<file path="src/core/pcm_pkg.sv">
// Shared constants and carrier types for the port C upper pin multiplexer
package pcm_pkg;

  // ------------------------------------------------------------------
  // Register map (byte addresses, one aligned word per register)
  // ------------------------------------------------------------------
  localparam int         ADDR_W             = 6;
  localparam logic [5:0] OFS_PIN_LEVELS     = 6'h00;
  localparam logic [5:0] OFS_OUTPUT_LATCH   = 6'h04;
  localparam logic [5:0] OFS_DIRECTION      = 6'h08;
  localparam logic [5:0] OFS_G_LATCH_OD     = 6'h0c;
  localparam logic [5:0] OFS_G_DIR_OD       = 6'h10;
  localparam logic [5:0] OFS_SEG_EN_8_15    = 6'h14;
  localparam logic [5:0] OFS_SEG_EN_16_23   = 6'h18;
  localparam logic [5:0] OFS_SEG_EN_24_31   = 6'h1c;
  localparam logic [5:0] OFS_SEG_EN_32_39   = 6'h20;

  // ------------------------------------------------------------------
  // Reset values
  // ------------------------------------------------------------------
  localparam logic [7:0] LATCH_RST          = 8'h00;
  localparam logic [7:0] DIR_RST            = 8'hff;
  localparam logic [7:0] G_LATCH_RST        = 8'h00;
  localparam logic [7:0] G_DIR_RST          = 8'hff;
  localparam logic [7:0] SEG_EN_RST         = 8'h00;
  localparam logic [7:0] PINS_RST           = 8'h00;

  // ------------------------------------------------------------------
  // Field positions
  // ------------------------------------------------------------------
  // port_g_latch_open_drain
  localparam int         SERIAL_TWO_OD_BIT  = 7;
  localparam int         SERIAL_ONE_OD_BIT  = 6;
  localparam logic [7:0] G_LATCH_MASK       = 8'hdf;
  // port_g_direction_open_drain
  localparam int         SPI_OD_BIT         = 7;
  localparam int         CAPCOMP_TWO_OD_BIT = 6;
  localparam int         CAPCOMP_ONE_OD_BIT = 5;
  // Segment enables feeding port C pins
  localparam int         SEG32_BIT          = 0;
  localparam int         SEG13_BIT          = 5;
  localparam int         SEG17_BIT          = 1;
  localparam int         SEGMENT_SIXTEEN_OUT_BIT          = 0;
  localparam int         SEGMENT_TWELVE_OUT_BIT          = 4;
  localparam int         SEGMENT_TWENTY_SEVEN_OUT_BIT          = 3;
  localparam int         SEGMENT_TWENTY_EIGHT_OUT_BIT          = 4;
  // Only segment 32 exists in the fourth enable register on small parts
  localparam logic [7:0] SE4_SMALL_MASK     = 8'h01;

  // ------------------------------------------------------------------
  // Carrier types
  // ------------------------------------------------------------------
  typedef struct packed {
    logic              read;
    logic              write;
    logic [ADDR_W-1:0] address;
    logic [31:0]       writedata;
    logic [3:0]        byteenable;
  } pcm_avs_req_t;

  // Peripheral outputs and modes that steer the pins
  typedef struct packed {
    logic ssu_i2c_mode;
    logic ssu_spi_en;
    logic sda_out;
    logic sdo_out;
    logic usu_en;
    logic usu_sync;
    logic usu_master;
    logic tx_out;
    logic dt_out;
    logic dt_oe;
    logic ccp1_en;
    logic ccp1_out;
    logic second_capture_compare_en;
    logic second_capture_compare_out;
  } pcm_periph_out_t;

  // Pin levels delivered back to the peripherals
  typedef struct packed {
    logic sdi_in;
    logic i2c_buf_sel;
    logic usu_ck_in;
    logic usu_rx_in;
    logic ccp1_in;
    logic second_capture_compare_in;
  } pcm_periph_in_t;

endpackage

</file>
<file path="src/core/pcm_pin_cell.sv">
// One port pin: segment, peripheral and latch priority with open-drain
`timescale 1ns/1ps
`default_nettype none

module pcm_pin_cell
(
  input  wire logic seg_en,
  input  wire logic seg_level,
  input  wire logic fn_drive,
  input  wire logic fn_out,
  input  wire logic fn_od,
  input  wire logic lat,
  input  wire logic dir_in,
  input  wire logic pad_in,
  output logic      pad_out,
  output logic      pad_oe,
  output logic      pin_in
);

  always_comb
  begin
    pin_in = pad_in;
    if (seg_en)
    begin
      // Segment owns the pin; digital input path is cut off
      pad_out = seg_level;
      pad_oe  = 1'b1;
      pin_in  = 1'b0;
    end
    else if (fn_drive)
    begin
      // Open drain only ever pulls low, otherwise lets the pin float
      pad_out = fn_od ? 1'b0 : fn_out;
      pad_oe  = fn_od ? ~fn_out : 1'b1;
    end
    else
    begin
      pad_out = lat;
      pad_oe  = ~dir_in;
    end
  end

endmodule

`default_nettype wire

</file>
<file path="src/core/pcm_port_mux.sv">
// Port C pin multiplexer with its register file on an Avalon-MM slave
`timescale 1ns/1ps
`default_nettype none

module pcm_port_mux
#(
  parameter bit SMALL_PKG = 1'b0
)
(
  input  wire logic                    clk,
  input  wire logic                    rst_b,
  input  wire pcm_pkg::pcm_avs_req_t   avs_req,
  output logic [31:0]                  avs_readdata,
  output logic                         avs_waitrequest,
  input  wire logic                    capture_compare_two_map_bit,
  input  wire pcm_pkg::pcm_periph_out_t periph_out,
  output pcm_pkg::pcm_periph_in_t      periph_in,
  input  wire logic [7:0]              seg_level,
  input  wire logic [7:0]              pad_in,
  output logic [7:0]                   pad_out,
  output logic [7:0]                   pad_oe
);

  // ------------------------------------------------------------------
  // State
  // ------------------------------------------------------------------
  typedef struct packed {
    logic [7:0]  lat;
    logic [7:0]  dir;
    logic [7:0]  glat;
    logic [7:0]  gdir;
    logic [7:0]  se1;
    logic [7:0]  se2;
    logic [7:0]  se3;
    logic [7:0]  se4;
    logic [7:0]  pins;
    logic [31:0] rdata;
    logic        ack;
  } pcm_state_t;

  localparam pcm_state_t STATE_RST = '{
    lat:   pcm_pkg::LATCH_RST,
    dir:   pcm_pkg::DIR_RST,
    glat:  pcm_pkg::G_LATCH_RST,
    gdir:  pcm_pkg::G_DIR_RST,
    se1:   pcm_pkg::SEG_EN_RST,
    se2:   pcm_pkg::SEG_EN_RST,
    se3:   pcm_pkg::SEG_EN_RST,
    se4:   pcm_pkg::SEG_EN_RST,
    pins:  pcm_pkg::PINS_RST,
    rdata: 32'h0000_0000,
    ack:   1'b0
  };

  pcm_state_t st_r;
  pcm_state_t st_nxt;

  logic [7:0] seg_en;
  logic [7:0] fn_drive;
  logic [7:0] fn_out;
  logic [7:0] fn_od;
  logic [7:0] pin_in;
  logic       req;
  logic       wr_take;

  // ------------------------------------------------------------------
  // Register read decode
  // ------------------------------------------------------------------
  function automatic logic [7:0] reg_read(
    input logic [pcm_pkg::ADDR_W-1:0] addr,
    input pcm_state_t                 s
  );
    logic [7:0] v;
    v = 8'h00;
    case (addr)
      pcm_pkg::OFS_PIN_LEVELS:   v = s.pins;
      pcm_pkg::OFS_OUTPUT_LATCH: v = s.lat;
      pcm_pkg::OFS_DIRECTION:    v = s.dir;
      pcm_pkg::OFS_G_LATCH_OD:   v = s.glat & pcm_pkg::G_LATCH_MASK;
      pcm_pkg::OFS_G_DIR_OD:     v = s.gdir;
      pcm_pkg::OFS_SEG_EN_8_15:  v = s.se1;
      pcm_pkg::OFS_SEG_EN_16_23: v = s.se2;
      pcm_pkg::OFS_SEG_EN_24_31: v = s.se3;
      pcm_pkg::OFS_SEG_EN_32_39: v = s.se4;
      default:                   v = 8'h00;
    endcase
    return v;
  endfunction

  // ------------------------------------------------------------------
  // Per-pin function selection
  // ------------------------------------------------------------------
  always_comb
  begin
    seg_en    = 8'h00;
    seg_en[1] = st_r.se4[pcm_pkg::SEG32_BIT];
    seg_en[2] = st_r.se1[pcm_pkg::SEG13_BIT];
    seg_en[3] = st_r.se2[pcm_pkg::SEG17_BIT];
    seg_en[4] = st_r.se2[pcm_pkg::SEGMENT_SIXTEEN_OUT_BIT];
    seg_en[5] = st_r.se1[pcm_pkg::SEGMENT_TWELVE_OUT_BIT];
    seg_en[6] = st_r.se3[pcm_pkg::SEGMENT_TWENTY_SEVEN_OUT_BIT];
    seg_en[7] = st_r.se3[pcm_pkg::SEGMENT_TWENTY_EIGHT_OUT_BIT];

    fn_drive = 8'h00;
    fn_out   = 8'h00;
    fn_od    = 8'h00;
    // Capture/compare two only appears here when the map strap is set
    fn_drive[1] = capture_compare_two_map_bit & periph_out.second_capture_compare_en
                  & ~st_r.dir[1];
    fn_out[1]   = periph_out.second_capture_compare_out;
    fn_od[1]    = st_r.gdir[pcm_pkg::CAPCOMP_TWO_OD_BIT];
    fn_drive[2] = periph_out.ccp1_en & ~st_r.dir[2];
    fn_out[2]   = periph_out.ccp1_out;
    fn_od[2]    = st_r.gdir[pcm_pkg::CAPCOMP_ONE_OD_BIT];
    // I2C data is a wired-AND bus, so it never drives high
    fn_drive[4] = periph_out.ssu_i2c_mode;
    fn_out[4]   = periph_out.sda_out;
    fn_od[4]    = 1'b1;
    fn_drive[5] = periph_out.ssu_spi_en & ~st_r.dir[5];
    fn_out[5]   = periph_out.sdo_out;
    fn_od[5]    = st_r.gdir[pcm_pkg::SPI_OD_BIT];
    // Async transmit and sync master clock force the pin out
    fn_drive[6] = periph_out.usu_en
                  & (~periph_out.usu_sync | periph_out.usu_master);
    fn_out[6]   = periph_out.tx_out;
    fn_od[6]    = st_r.glat[pcm_pkg::SERIAL_ONE_OD_BIT];
    fn_drive[7] = periph_out.usu_en & periph_out.usu_sync
                  & periph_out.dt_oe;
    fn_out[7]   = periph_out.dt_out;
    fn_od[7]    = st_r.glat[pcm_pkg::SERIAL_ONE_OD_BIT];
  end

  // ------------------------------------------------------------------
  // Pin cells
  // ------------------------------------------------------------------
  for (genvar i = 0; i < 8; i++)
  begin : g_pin
    pcm_pin_cell u_cell
    (
      .seg_en    (seg_en[i]),
      .seg_level (seg_level[i]),
      .fn_drive  (fn_drive[i]),
      .fn_out    (fn_out[i]),
      .fn_od     (fn_od[i]),
      .lat       (st_r.lat[i]),
      .dir_in    (st_r.dir[i]),
      .pad_in    (pad_in[i]),
      .pad_out   (pad_out[i]),
      .pad_oe    (pad_oe[i]),
      .pin_in    (pin_in[i])
    );
  end

  // ------------------------------------------------------------------
  // Inputs back to the peripherals
  // ------------------------------------------------------------------
  always_comb
  begin
    periph_in.sdi_in      = pin_in[4];
    periph_in.i2c_buf_sel = periph_out.ssu_i2c_mode;
    // Slave clock needs the pin left as input by software
    periph_in.usu_ck_in   = periph_out.usu_sync & ~periph_out.usu_master
                            & st_r.dir[6] & pin_in[6];
    // Receive line idles high when the pin is not an input
    periph_in.usu_rx_in   = st_r.dir[7] ? pin_in[7] : 1'b1;
    periph_in.ccp1_in     = pin_in[2];
    periph_in.second_capture_compare_in     = capture_compare_two_map_bit & pin_in[1];
  end

  // ------------------------------------------------------------------
  // Bus slave and register file
  // ------------------------------------------------------------------
  // One wait state on every access; the write lands on the release edge
  assign req             = avs_req.read | avs_req.write;
  assign avs_waitrequest = req & ~st_r.ack;
  assign avs_readdata    = st_r.rdata;
  assign wr_take         = avs_req.write & st_r.ack & avs_req.byteenable[0];

  always_comb
  begin
    st_nxt      = st_r;
    st_nxt.pins = pin_in;
    st_nxt.ack  = 1'b0;
    if (req && !st_r.ack)
    begin
      st_nxt.ack   = 1'b1;
      st_nxt.rdata = {24'h00_0000, reg_read(avs_req.address, st_r)};
    end
    if (wr_take)
    begin
      case (avs_req.address)
        // Writing the pin register lands in the output latch
        pcm_pkg::OFS_PIN_LEVELS:   st_nxt.lat  = avs_req.writedata[7:0];
        pcm_pkg::OFS_OUTPUT_LATCH: st_nxt.lat  = avs_req.writedata[7:0];
        pcm_pkg::OFS_DIRECTION:    st_nxt.dir  = avs_req.writedata[7:0];
        pcm_pkg::OFS_G_LATCH_OD:   st_nxt.glat = avs_req.writedata[7:0]
                                                 & pcm_pkg::G_LATCH_MASK;
        pcm_pkg::OFS_G_DIR_OD:     st_nxt.gdir = avs_req.writedata[7:0];
        pcm_pkg::OFS_SEG_EN_8_15:  st_nxt.se1  = avs_req.writedata[7:0];
        pcm_pkg::OFS_SEG_EN_16_23: st_nxt.se2  = avs_req.writedata[7:0];
        pcm_pkg::OFS_SEG_EN_24_31: st_nxt.se3  = avs_req.writedata[7:0];
        pcm_pkg::OFS_SEG_EN_32_39: st_nxt.se4  = SMALL_PKG
          ? (avs_req.writedata[7:0] & pcm_pkg::SE4_SMALL_MASK)
          : avs_req.writedata[7:0];
        default:                   st_nxt.se4  = st_r.se4;
      endcase
    end
  end

  // Reset sets every direction bit to input and every segment enable off
  always_ff @(posedge clk or negedge rst_b)
  begin
    if (!rst_b)
      st_r <= STATE_RST;
    else
      st_r <= st_nxt;
  end
endmodule

`default_nettype wire
</file>
<file path="config.mk">
export PLATFORM = sky130hd
export DESIGN_NAME = pcm_port_mux
export DESIGN_NICKNAME = d
export VERILOG_FILES = /design/src/core/pcm_pkg.sv /design/src/core/pcm_pin_cell.sv /design/src/core/pcm_port_mux.sv
export SDC_FILE = /design/constraint.sdc
export NUM_CORES = 1
export LEC_CHECK = 0
export ABC_AREA = 1
export BUFFER_PORTS_ARGS = -buffer_cell sky130_fd_sc_hd__buf_2
export CORE_ASPECT_RATIO = 2
export CORE_MARGIN = 1
export CORE_UTILIZATION = 40
export CTS_CLUSTER_SIZE = 8
export DETAILED_ROUTE_END_ITERATION = 8
export PLACE_DENSITY = 0.68
export SKIP_CTS_REPAIR_TIMING = 1
export SYNTH_ARGS = -nofsm -noshare
export SYNTH_HDL_FRONTEND = slang
export SYNTH_SLANG_ARGS = --single-unit
</file>
<file path="constraint.sdc">
create_clock -name clk -period 1.8 [get_ports clk]
set_clock_uncertainty 0.1 [all_clocks]
set_input_delay 0.18 -clock clk [delete_from_list [all_inputs] [get_ports clk]]
set_output_delay 0.18 -clock clk [all_outputs]
set_load 0.005 [all_outputs]
</file>
==> reports/qor.txt, run 1 <==
Final GP Congestion: 0.9140
Drt pass-1 iters: 7
Core Area: 11,220 um2
Cells after synthesis: 571
DRT antenna net count: 0
Final Max Slew Viols: 0
Synth area leader: dfrtp_1
CTS tree: done
CP Launch Type: register
CP endpoint: avs_waitrequest
Worst-margin pin slew: 541.2 ps
P per Cell Area: 812.1 nW/um2
Synth warn: 0
Hold Crit Class: primary input to register
DR DRC count: 0
Filler Cells Inserted: 1,096
Placed Area: 4902 um2
Fraction of layout cells with a size suffix above 1: 0.2833
Die X: 77.73 um
# port buffers: 79
Critical Path AT: 1350 ps
Clock Tree Buf Depth: 2
Netlist Area Pre-Place: 4588 um2
Final setup fails: 0
Failing checks: hold timing
# diodes: 0
Fmax: 0.6147 GHz
Chip height: 153.5 um
R2r endpoint: st_r[55]
Via/cell ratio: 5.074
#FFs+latches synth: 80
Crit end category: primary output
Total power: 0.004332 W
Grt ovf: 0
Crit share post-route: 0.9038
All-Layer GR Usage: 0.2114
Total CTS buffers: 9
Largest net degree at the start of global routing: 54
Number of enable flip-flop cells after synthesis: 0
IO Count: 132
RSZ-0062 raised after global routing: false
Nets: 718
Starting Density: 0.4090
Post-DP HPWL: 8.715 mm
Post-synthesis sequential area ratio: 0.4407
Ranking of synthesized cells by area: dfrtp_1 (35%), nand2_1 (12%), dfstp_2 (9.2%)
Worst R2R Setup Slack: 220 ps
Fin. Hold Viols: 2
Worst hold slack: -26.15 ps
Reg area: 2022 um2
Leakage power: 2.659 nW
CP startpoint: st_r[0]
FFs w/ async S/R, synth: 1.000
Clock Latency Late Sink: 340 ps
Final min period: 1627 ps
Avg Inst Size Synth: 8.035 um2
DRT Wirelength: 12.01 mm
Vias in the first global route: 3,886
CP max FO: 9
Die area: 11,930 um2
Initial antenna violation count: 0
Setup ws final: 173.2 ps
First-pass GRT wire length: 19.22 mm
Clk slew on worst S/H paths: 60 ps
Area Overhead vs Synth: 16.25%
Reg-to-Reg Start: st_r[0]
Primary FF master, synth: dfrtp_1
Mean routed wirelength per cell: 15.24 um
Via count: 3,998
Fin area: 5334 um2
H-tree levels: 3
Netlist cell types: 33
Sum Neg Setup Slack: 0 ps
Pre-CTS setup slack: 156.6 ps
Normalized max-slew margin: 0.6390
Reg2reg path depth: 5
Clock sinks: 80
Peak VDD IR: 452.7 uV
Synth top area share: 0.3491
Row count: 55
CP Data Required Time: 1520 ps
Number of max-cap violations: 0
Multi-input gate area: 1973 um2
Critical Setup Path Class: register to primary output
Violation count after the first detailed-route iteration: 252
Root Driver: clkbuf_16
Outcome: complete, but fails checks
[metal layers]
metal / track usage / wire (um) / vias up
met5: 0 / 0 / -
met4: 0.1411 / 679 / 0
met3: 0.03164 / 489 / 41
met2: 0.3755 / 6464 / 144
met1: 0.2261 / 4378 / 1897
li1: - / - / 1916
[area by class of cell]
class,instances,share of cell area
inverter,53,0.03800
tap,142,0.03331
sequential,80,0.3791
timing repair buffer,104,0.1224
clock buffer,9,0.04222
clock inverter,7,0.01501
multi-input combinational,393,0.3699
[power by group]
part | internal, W | total, W | switching, W
sequential | 0.00190 | 0.00197 | 0.0000687
clock | 0.00108 | 0.00184 | 0.000760
combinational | 0.000201 | 0.000518 | 0.000317
[synth_stat cells, types with 6 or more instances]
cell,n
nand2_1,149
dfrtp_1,64
buf_4,51
inv_1,50
nor2_1,43
nand3_1,38
o21ai_1,32
o21ai_0,24
nand4_1,23
o21ai_2,22
dfstp_2,16
buf_2,11
nand2_2,10
nor2_4,6
[per-stage QoR]
step / hold slack (ps) / utilization / instances
2_1_floorplan: -215.6 / - / 594
3_3_place_gp: 24.78 / 0.4370 / 759
3_5_place_dp: 25.57 / 0.4370 / 759
4_1_cts: -333.8 / 0.4643 / 775
5_1_grt: 13.59 / 0.4755 / 788
6_report: -26.15 / 0.4755 / 788
[cells by family (layout without fill, tap and decap cells)]
group | count (synthesis) | after routing | synth area share
and+or+nand+nor | 283 | 283 | 0.2896
buffers and inverters | 121 | 173 | 0.1503
AOI/OAI and AO/OA | 86 | 86 | 0.1186
DFF | 80 | 80 | 0.4407
other | 1 | 24 | 0.0008173
[worst min path at each step]
stage / from / end / slack (ps) / cells past startpoint
after floorplan: rst_b / avs_readdata[0] / -220 / 0
after global placement: rst_b / st_r[34] / 20 / 1
after detailed placement: rst_b / seg_en[1] / 30 / 1
after CTS: rst_b / seg_en[1] / -330 / 1
after global routing: pad_in[7] / st_r[40] / 10 / 3
final: pad_in[6] / st_r[39] / -30 / 3
[critical path, cell delays in order, from the launching register on]
cell and delay, ps:
dfrtp_1 320, inv_1 110, o21ai_4 160, clkinvlp_4 240, buf_2 170
[registers in the layout, indices dropped and copies added, names as in the netlist]
name,flops
st_r,61
avs_readdata,8
seg_en,7
fn_od,4
[cell usage in the layout (no fill, tap or decap), types with 3 or more instances in the layout]
cell type / count
a31oi_1: 3
buf_12: 4
buf_2: 78
buf_4: 15
clkbuf_16: 9
clkinv_4: 3
clkinvlp_4: 3
conb_1: 24
dfrtp_1: 64
dfstp_2: 16
dlygate4sd3_1: 7
inv_1: 50
nand2_1: 149
nand2_2: 10
nand3_1: 38
nand4_1: 23
nor2_1: 42
nor2_2: 5
nor2_4: 6
o21ai_0: 24
o21ai_1: 32
o21ai_2: 21
Power figures use the tool's default switching activity.
==> run 2, diff against run 1 <==
CORE_UTILIZATION = 39   (was 40)
PLACE_DENSITY = 0.67   (was 0.68)
==> reports/qor.txt, run 2 (same netlist as run 1, synthesis figures left out) <==
Placed Area: 4892 um2 (-0.20%)
RSZ-0062 raised after global routing: false
Clock Tree Buf Depth: 2 (unchanged)
First-pass GRT wire length: 19.27 mm (+0.29%)
Total power: 0.004313 W (-0.42%)
Fin area: 5270 um2 (-1.2%)
CP Data Required Time: 1520 ps (about the same)
Final min period: 1620 ps (-6.972 ps)
Fmax: 0.6173 GHz (+0.43%)
Die area: 12,230 um2 (+2.5%)
IO Count: 132 (unchanged)
Total CTS buffers: 9 (unchanged)
DRT antenna net count: 0 (unchanged)
Chip height: 155.4 um (+1.3%)
Sum Neg Setup Slack: 0 ps (unchanged)
Vias in the first global route: 3,954 (+1.7%)
Clk slew on worst S/H paths: 60 ps (about the same)
Min-Delay Startpoint: pad_in[6]
DR DRC count: 0 (unchanged)
Core Area: 11,350 um2 (+1.2%)
Fin. Hold Viols: 1 (-1)
Final Max Slew Viols: 0 (unchanged)
Failing checks: hold timing
Worst R2R Setup Slack: 280 ps (+60 ps)
Final GP Congestion: 0.8765 (-4.1%)
Largest Register: st_r
Via count: 3,964 (-0.85%)
Worst-margin pin slew: 579.6 ps (+38.35 ps)
Grt ovf: 0 (unchanged)
Peak VDD IR: 623.0 uV (+38%)
Drt pass-1 iters: 6 (-1)
Hold endpoint: st_r[39]
CP startpoint: st_r[0]
Clock Latency Late Sink: 340 ps (about the same)
DRT Wirelength: 11.82 mm (-1.6%)
Starting Density: 0.4041 (-0.004958)
Pre-CTS setup slack: 170.7 ps (+14.12 ps)
R2r endpoint: st_r[102]
H-tree levels: 3 (unchanged)
Nets: 714 (-0.56%)
Largest net degree at the start of global routing: 81 (+50%)
Number of max-cap violations: 0 (unchanged)
Hold Path Stages: 3 (unchanged)
# port buffers: 79 (unchanged)
Initial antenna violation count: 0 (unchanged)
P per Cell Area: 818.5 nW/um2 (+0.78%)
Normalized max-slew margin: 0.6135 (-0.02558)
Worst hold slack: -26.45 ps (-0.3064 ps)
CTS tree: done
Most frequent cells in the layout: nand2_1 (149), buf_2 (78), dfrtp_1 (64)
Leakage power: 2.627 nW (-1.2%)
Hold Crit Class: primary input to register
Row count: 55 (unchanged)
CP Launch Type: register
Most common cell after layout, fill and taps aside: nand2_1
Post-DP HPWL: 8.654 mm (-0.70%)
Max reg flops: 61 (unchanged)
Die X: 78.70 um (+1.2%)
Mean routed wirelength per cell: 15.08 um (-1.1%)
Crit share post-route: 0.8999 (-0.003873)
Root Driver: clkbuf_16
Reg-to-Reg Start: st_r[0]
CP max FO: 10 (+1)
Setup ws final: 180.1 ps (+6.972 ps)
Critical Path AT: 1340 ps (about the same)
Outcome: complete, but fails checks
Reg2reg path depth: 5 (unchanged)
Area Overhead vs Synth: 14.86%
Violation count after the first detailed-route iteration: 267 (+6.0%)
All-Layer GR Usage: 0.2095 (-0.001856)
Crit end category: primary output
# diodes: 0 (unchanged)
Final setup fails: 0 (unchanged)
Fraction of layout cells with a size suffix above 1: 0.2773 (-0.006023)
Via/cell ratio: 5.056 (-0.34%)
Critical Setup Path Class: register to primary output
Final Util: 0.4641 (-0.01138)
Clock sinks: 80 (unchanged)
run 2: changes by cell type in the layout (fill, tap and decap cells not counted), sizes merged:
cell and change:
buf -4, inv -1, clkbuf +1, clkinvlp +1, clkinv -1
run 2: layout make-up:
cell class	count	area (um2)
clock buffers	10	239.0
well taps	142	177.7
clock inverters	6	68.82
flip-flops and latches	80	2022
multi-input cells	393	1966
repair buffers	100	598.1
fillers	1131	6085
inverters	53	198.9
run 2: worst max-delay path by stage:
stage | to | slack [ps] | depth (start not counted)
after floorplan | st_r[103] | 430 | 6
after global placement | avs_readdata[4] | 160 | 9
after detailed placement | avs_readdata[4] | 170 | 9
after CTS | avs_waitrequest | 150 | 4
after global routing | pad_out[6] | 40 | 6
final | avs_waitrequest | 180 | 4
run 2: power breakdown:
group / total, W / internal (W) / leakage, nW / switching, W
clock network: 0.00186 / 0.00111 / 0.137 / 0.000742
registers: 0.00197 / 0.00190 / 1.03 / 0.0000709
logic: 0.000487 / 0.000180 / 1.46 / 0.000307
run 2: layer usage:
layer	wire length, um	up-vias	GRT usage
met2	6226	149	0.3615
met1	4251	1857	0.2181
li1	-	1908	-
met4	824	0	0.1702
met3	518	50	0.03519
met5	0	-	0
run 2: worst max-delay path, cell delays in order (launching register included):
cell	delay [ps]
dfrtp_1	320
inv_1	100
o21ai_2	100
clkinv_1	270
buf_2	220
run 2: stage by stage:
stage | hold WS, ps | instances
after CTS | -222.9 | 777
after global placement | 130.3 | 761
after floorplan | -215.6 | 594
final | -26.45 | 784
after detailed placement | 139.7 | 761
after global routing | 0.8377 | 784
==> run 3, diff against run 2 <==
CORE_UTILIZATION = 30   (was 39)
PLACE_DENSITY = 0.55   (was 0.67)
==> reports/qor.txt, run 3 (same netlist as run 1, synthesis figures left out) <==
Outcome: complete, but fails checks
Failing checks: hold timing
Critical Setup Path Class: register to primary output
Worst R2R Setup Slack: 270 ps (about the same)
Reg2reg path depth: 5 (unchanged)
Pre-CTS setup slack: 188.7 ps (+17.94 ps)
Hold endpoint: st_r[40]
Drt pass-1 iters: 5 (-1)
Worst-margin pin slew: 582.1 ps (+2.564 ps)
Cell mode on critical path: o21ai_0
DRT Wirelength: 12.45 mm (+5.3%)
Worst hold slack: -5.456 ps (+21.00 ps)
Final setup fails: 0 (unchanged)
Number of max-cap violations: 0 (unchanged)
H-tree levels: 3 (unchanged)
Nets: 717 (+0.42%)
Largest net degree at the start of global routing: 81 (unchanged)
P per Cell Area: 828.1 nW/um2 (+1.2%)
Slowest cell on the critical path: dfrtp_1
# port buffers: 79 (unchanged)
Setup ws final: 142.0 ps (-38.18 ps)
Cell Chain, Critical Path: o21ai_0, o21ai_0, o21ai_0, buf_2
IO Count: 132 (unchanged)
Via count: 3,941 (-0.58%)
Final GP Congestion: 0.8954 (+2.2%)
P_int: 0.003345 W (+4.7%)
Clock Tree Buf Depth: 2 (unchanged)
Total CTS buffers: 9 (unchanged)
Clock power share: 0.447 (+0.017)
Crit share post-route: 0.9211 (+0.02121)
Sum Neg Setup Slack: 0 ps (unchanged)
Largest Register: st_r
Core Area: 14,900 um2 (+31%)
Critical Path Max Stage Delay: 430 ps (+110 ps)
Vias in the first global route: 3,791 (-4.1%)
Fmax: 0.6031 GHz (-2.3%)
Initial antenna violation count: 0 (unchanged)
CTS tree: done
Root Driver: clkbuf_16
All-Layer GR Usage: 0.1695 (-0.04000)
Mean routed wirelength per cell: 14.82 um (-1.7%)
Final min period: 1658 ps (+38.18 ps)
Final Util: 0.3620 (-0.1022)
Max reg flops: 61 (unchanged)
CP Data Required Time: 1520 ps (about the same)
CP max FO: 5 (-5)
Grt ovf: 0 (unchanged)
Via/cell ratio: 4.692 (-7.2%)
Post-DP HPWL: 9.416 mm (+8.8%)
Die area: 15,820 um2 (+29%)
CP Launch Type: register
Crit end category: primary output
CP top delay family: compound AO/OA/AOI/OAI gates
Critical Path AT: 1380 ps (+40 ps)
Fraction of power spent switching nets: 0.2510 (-0.008592)
Leakage power: 2.667 nW (+1.5%)
Combinational share of power: 0.113 (about the same)
Peak VDD IR: 324.7 uV (-48%)
Worst path bufs/invs: 1 (-2)
R2r endpoint: st_r[102]
Sequential Power Share: 0.441 (-0.016)
# diodes: 0 (unchanged)
Min-Delay Startpoint: pad_in[7]
DRT antenna net count: 0 (unchanged)
Net Sw Power: 0.001121 W (+0.11%)
Final Max Slew Viols: 0 (unchanged)
Filler Cells Inserted: 1,528 (+35%)
Hold Path Stages: 3 (unchanged)
Total power: 0.004466 W (+3.5%)
Starting Density: 0.3080 (-0.09611)
Most frequent cells in the layout: nand2_1 (149), buf_2 (78), dfrtp_1 (64)
Clock Latency Late Sink: 340 ps (about the same)
Row count: 63 (+15%)
Clock sinks: 80 (unchanged)
Most common cell after layout, fill and taps aside: nand2_1
Clk slew on worst S/H paths: 60 ps (about the same)
First-pass GRT wire length: 19.68 mm (+2.1%)
RSZ-0062 raised after global routing: false
Fraction of layout cells with a size suffix above 1: 0.2806 (+0.003362)
DR DRC count: 0 (unchanged)
Violation count after the first detailed-route iteration: 301 (+13%)
Chip height: 176.9 um (+14%)
Normalized max-slew margin: 0.6117 (-0.001710)
Area Overhead vs Synth: 17.53%
Die X: 89.45 um (+14%)
Reg-to-Reg Start: st_r[0]
Hold Crit Class: primary input to register
Fin. Hold Viols: 1 (unchanged)
run 3: cell count changes in the layout (fill, tap and decap cells not counted), sizes merged:
cell      change
buf           +3
clkinvlp      -3
inv           +1
clkinv        +1
bufinv        +1
run 3: how the worst max path moves through the flow:
stage               slack (ps)  cells past startpoint        start         end
global placement           200                      8  avs_req[36]    st_r[88]
detailed placement         190                      8  avs_req[36]    st_r[85]
floorplan                  430                      6      st_r[0]   st_r[103]
finish                     140                      4     fn_od[6]  pad_out[7]
CTS                        150                      4     fn_od[6]  pad_out[7]
global route                60                      4     fn_od[6]  pad_out[7]
run 3: power by group through the flow:
stage | clock [W] | sequential, W | combinational [W]
finish | 0.00199 | 0.00197 | 0.000503
global route | 0.00211 | 0.00198 | 0.000572
CTS | 0.00203 | 0.00197 | 0.000500
detailed placement | 0 | 0.00200 | 0.000499
global placement | 0 | 0.00200 | 0.000487
floorplan | 0 | 0.00197 | 0.000343
run 3: per-layer routing:
metal	vias up	global-route usage	share of wire
li1	1913	-	-
met1	1855	0.1764	0.35
met2	140	0.3082	0.56
met3	33	0.02472	0.037
met4	0	0.1032	0.054
met5	-	0	0
run 3: final cells by class:
class                   instances  area (um2)  share of cell area
inverters                      53       198.9             0.03689
clock buffers                  10       239.0             0.04432
flip-flops and latches         80        2022              0.3749
repair buffers                103       633.1              0.1174
multi-input cells             393        1966              0.3645
clock inverters                 6       90.09             0.01671
well taps                     195       244.0             0.04524
run 3: worst min-delay path, delay by kind of cell:
kind	cells	cell delay (ps)
simple gates	1	50
buf+inv	2	170
run 3: through the flow:
stage / area, um2 / cells
global route: 5393 / 840
floorplan: 4674 / 594
detailed placement: 4994 / 817
finish: 5393 / 840
CTS: 5323 / 833
global placement: 4994 / 817
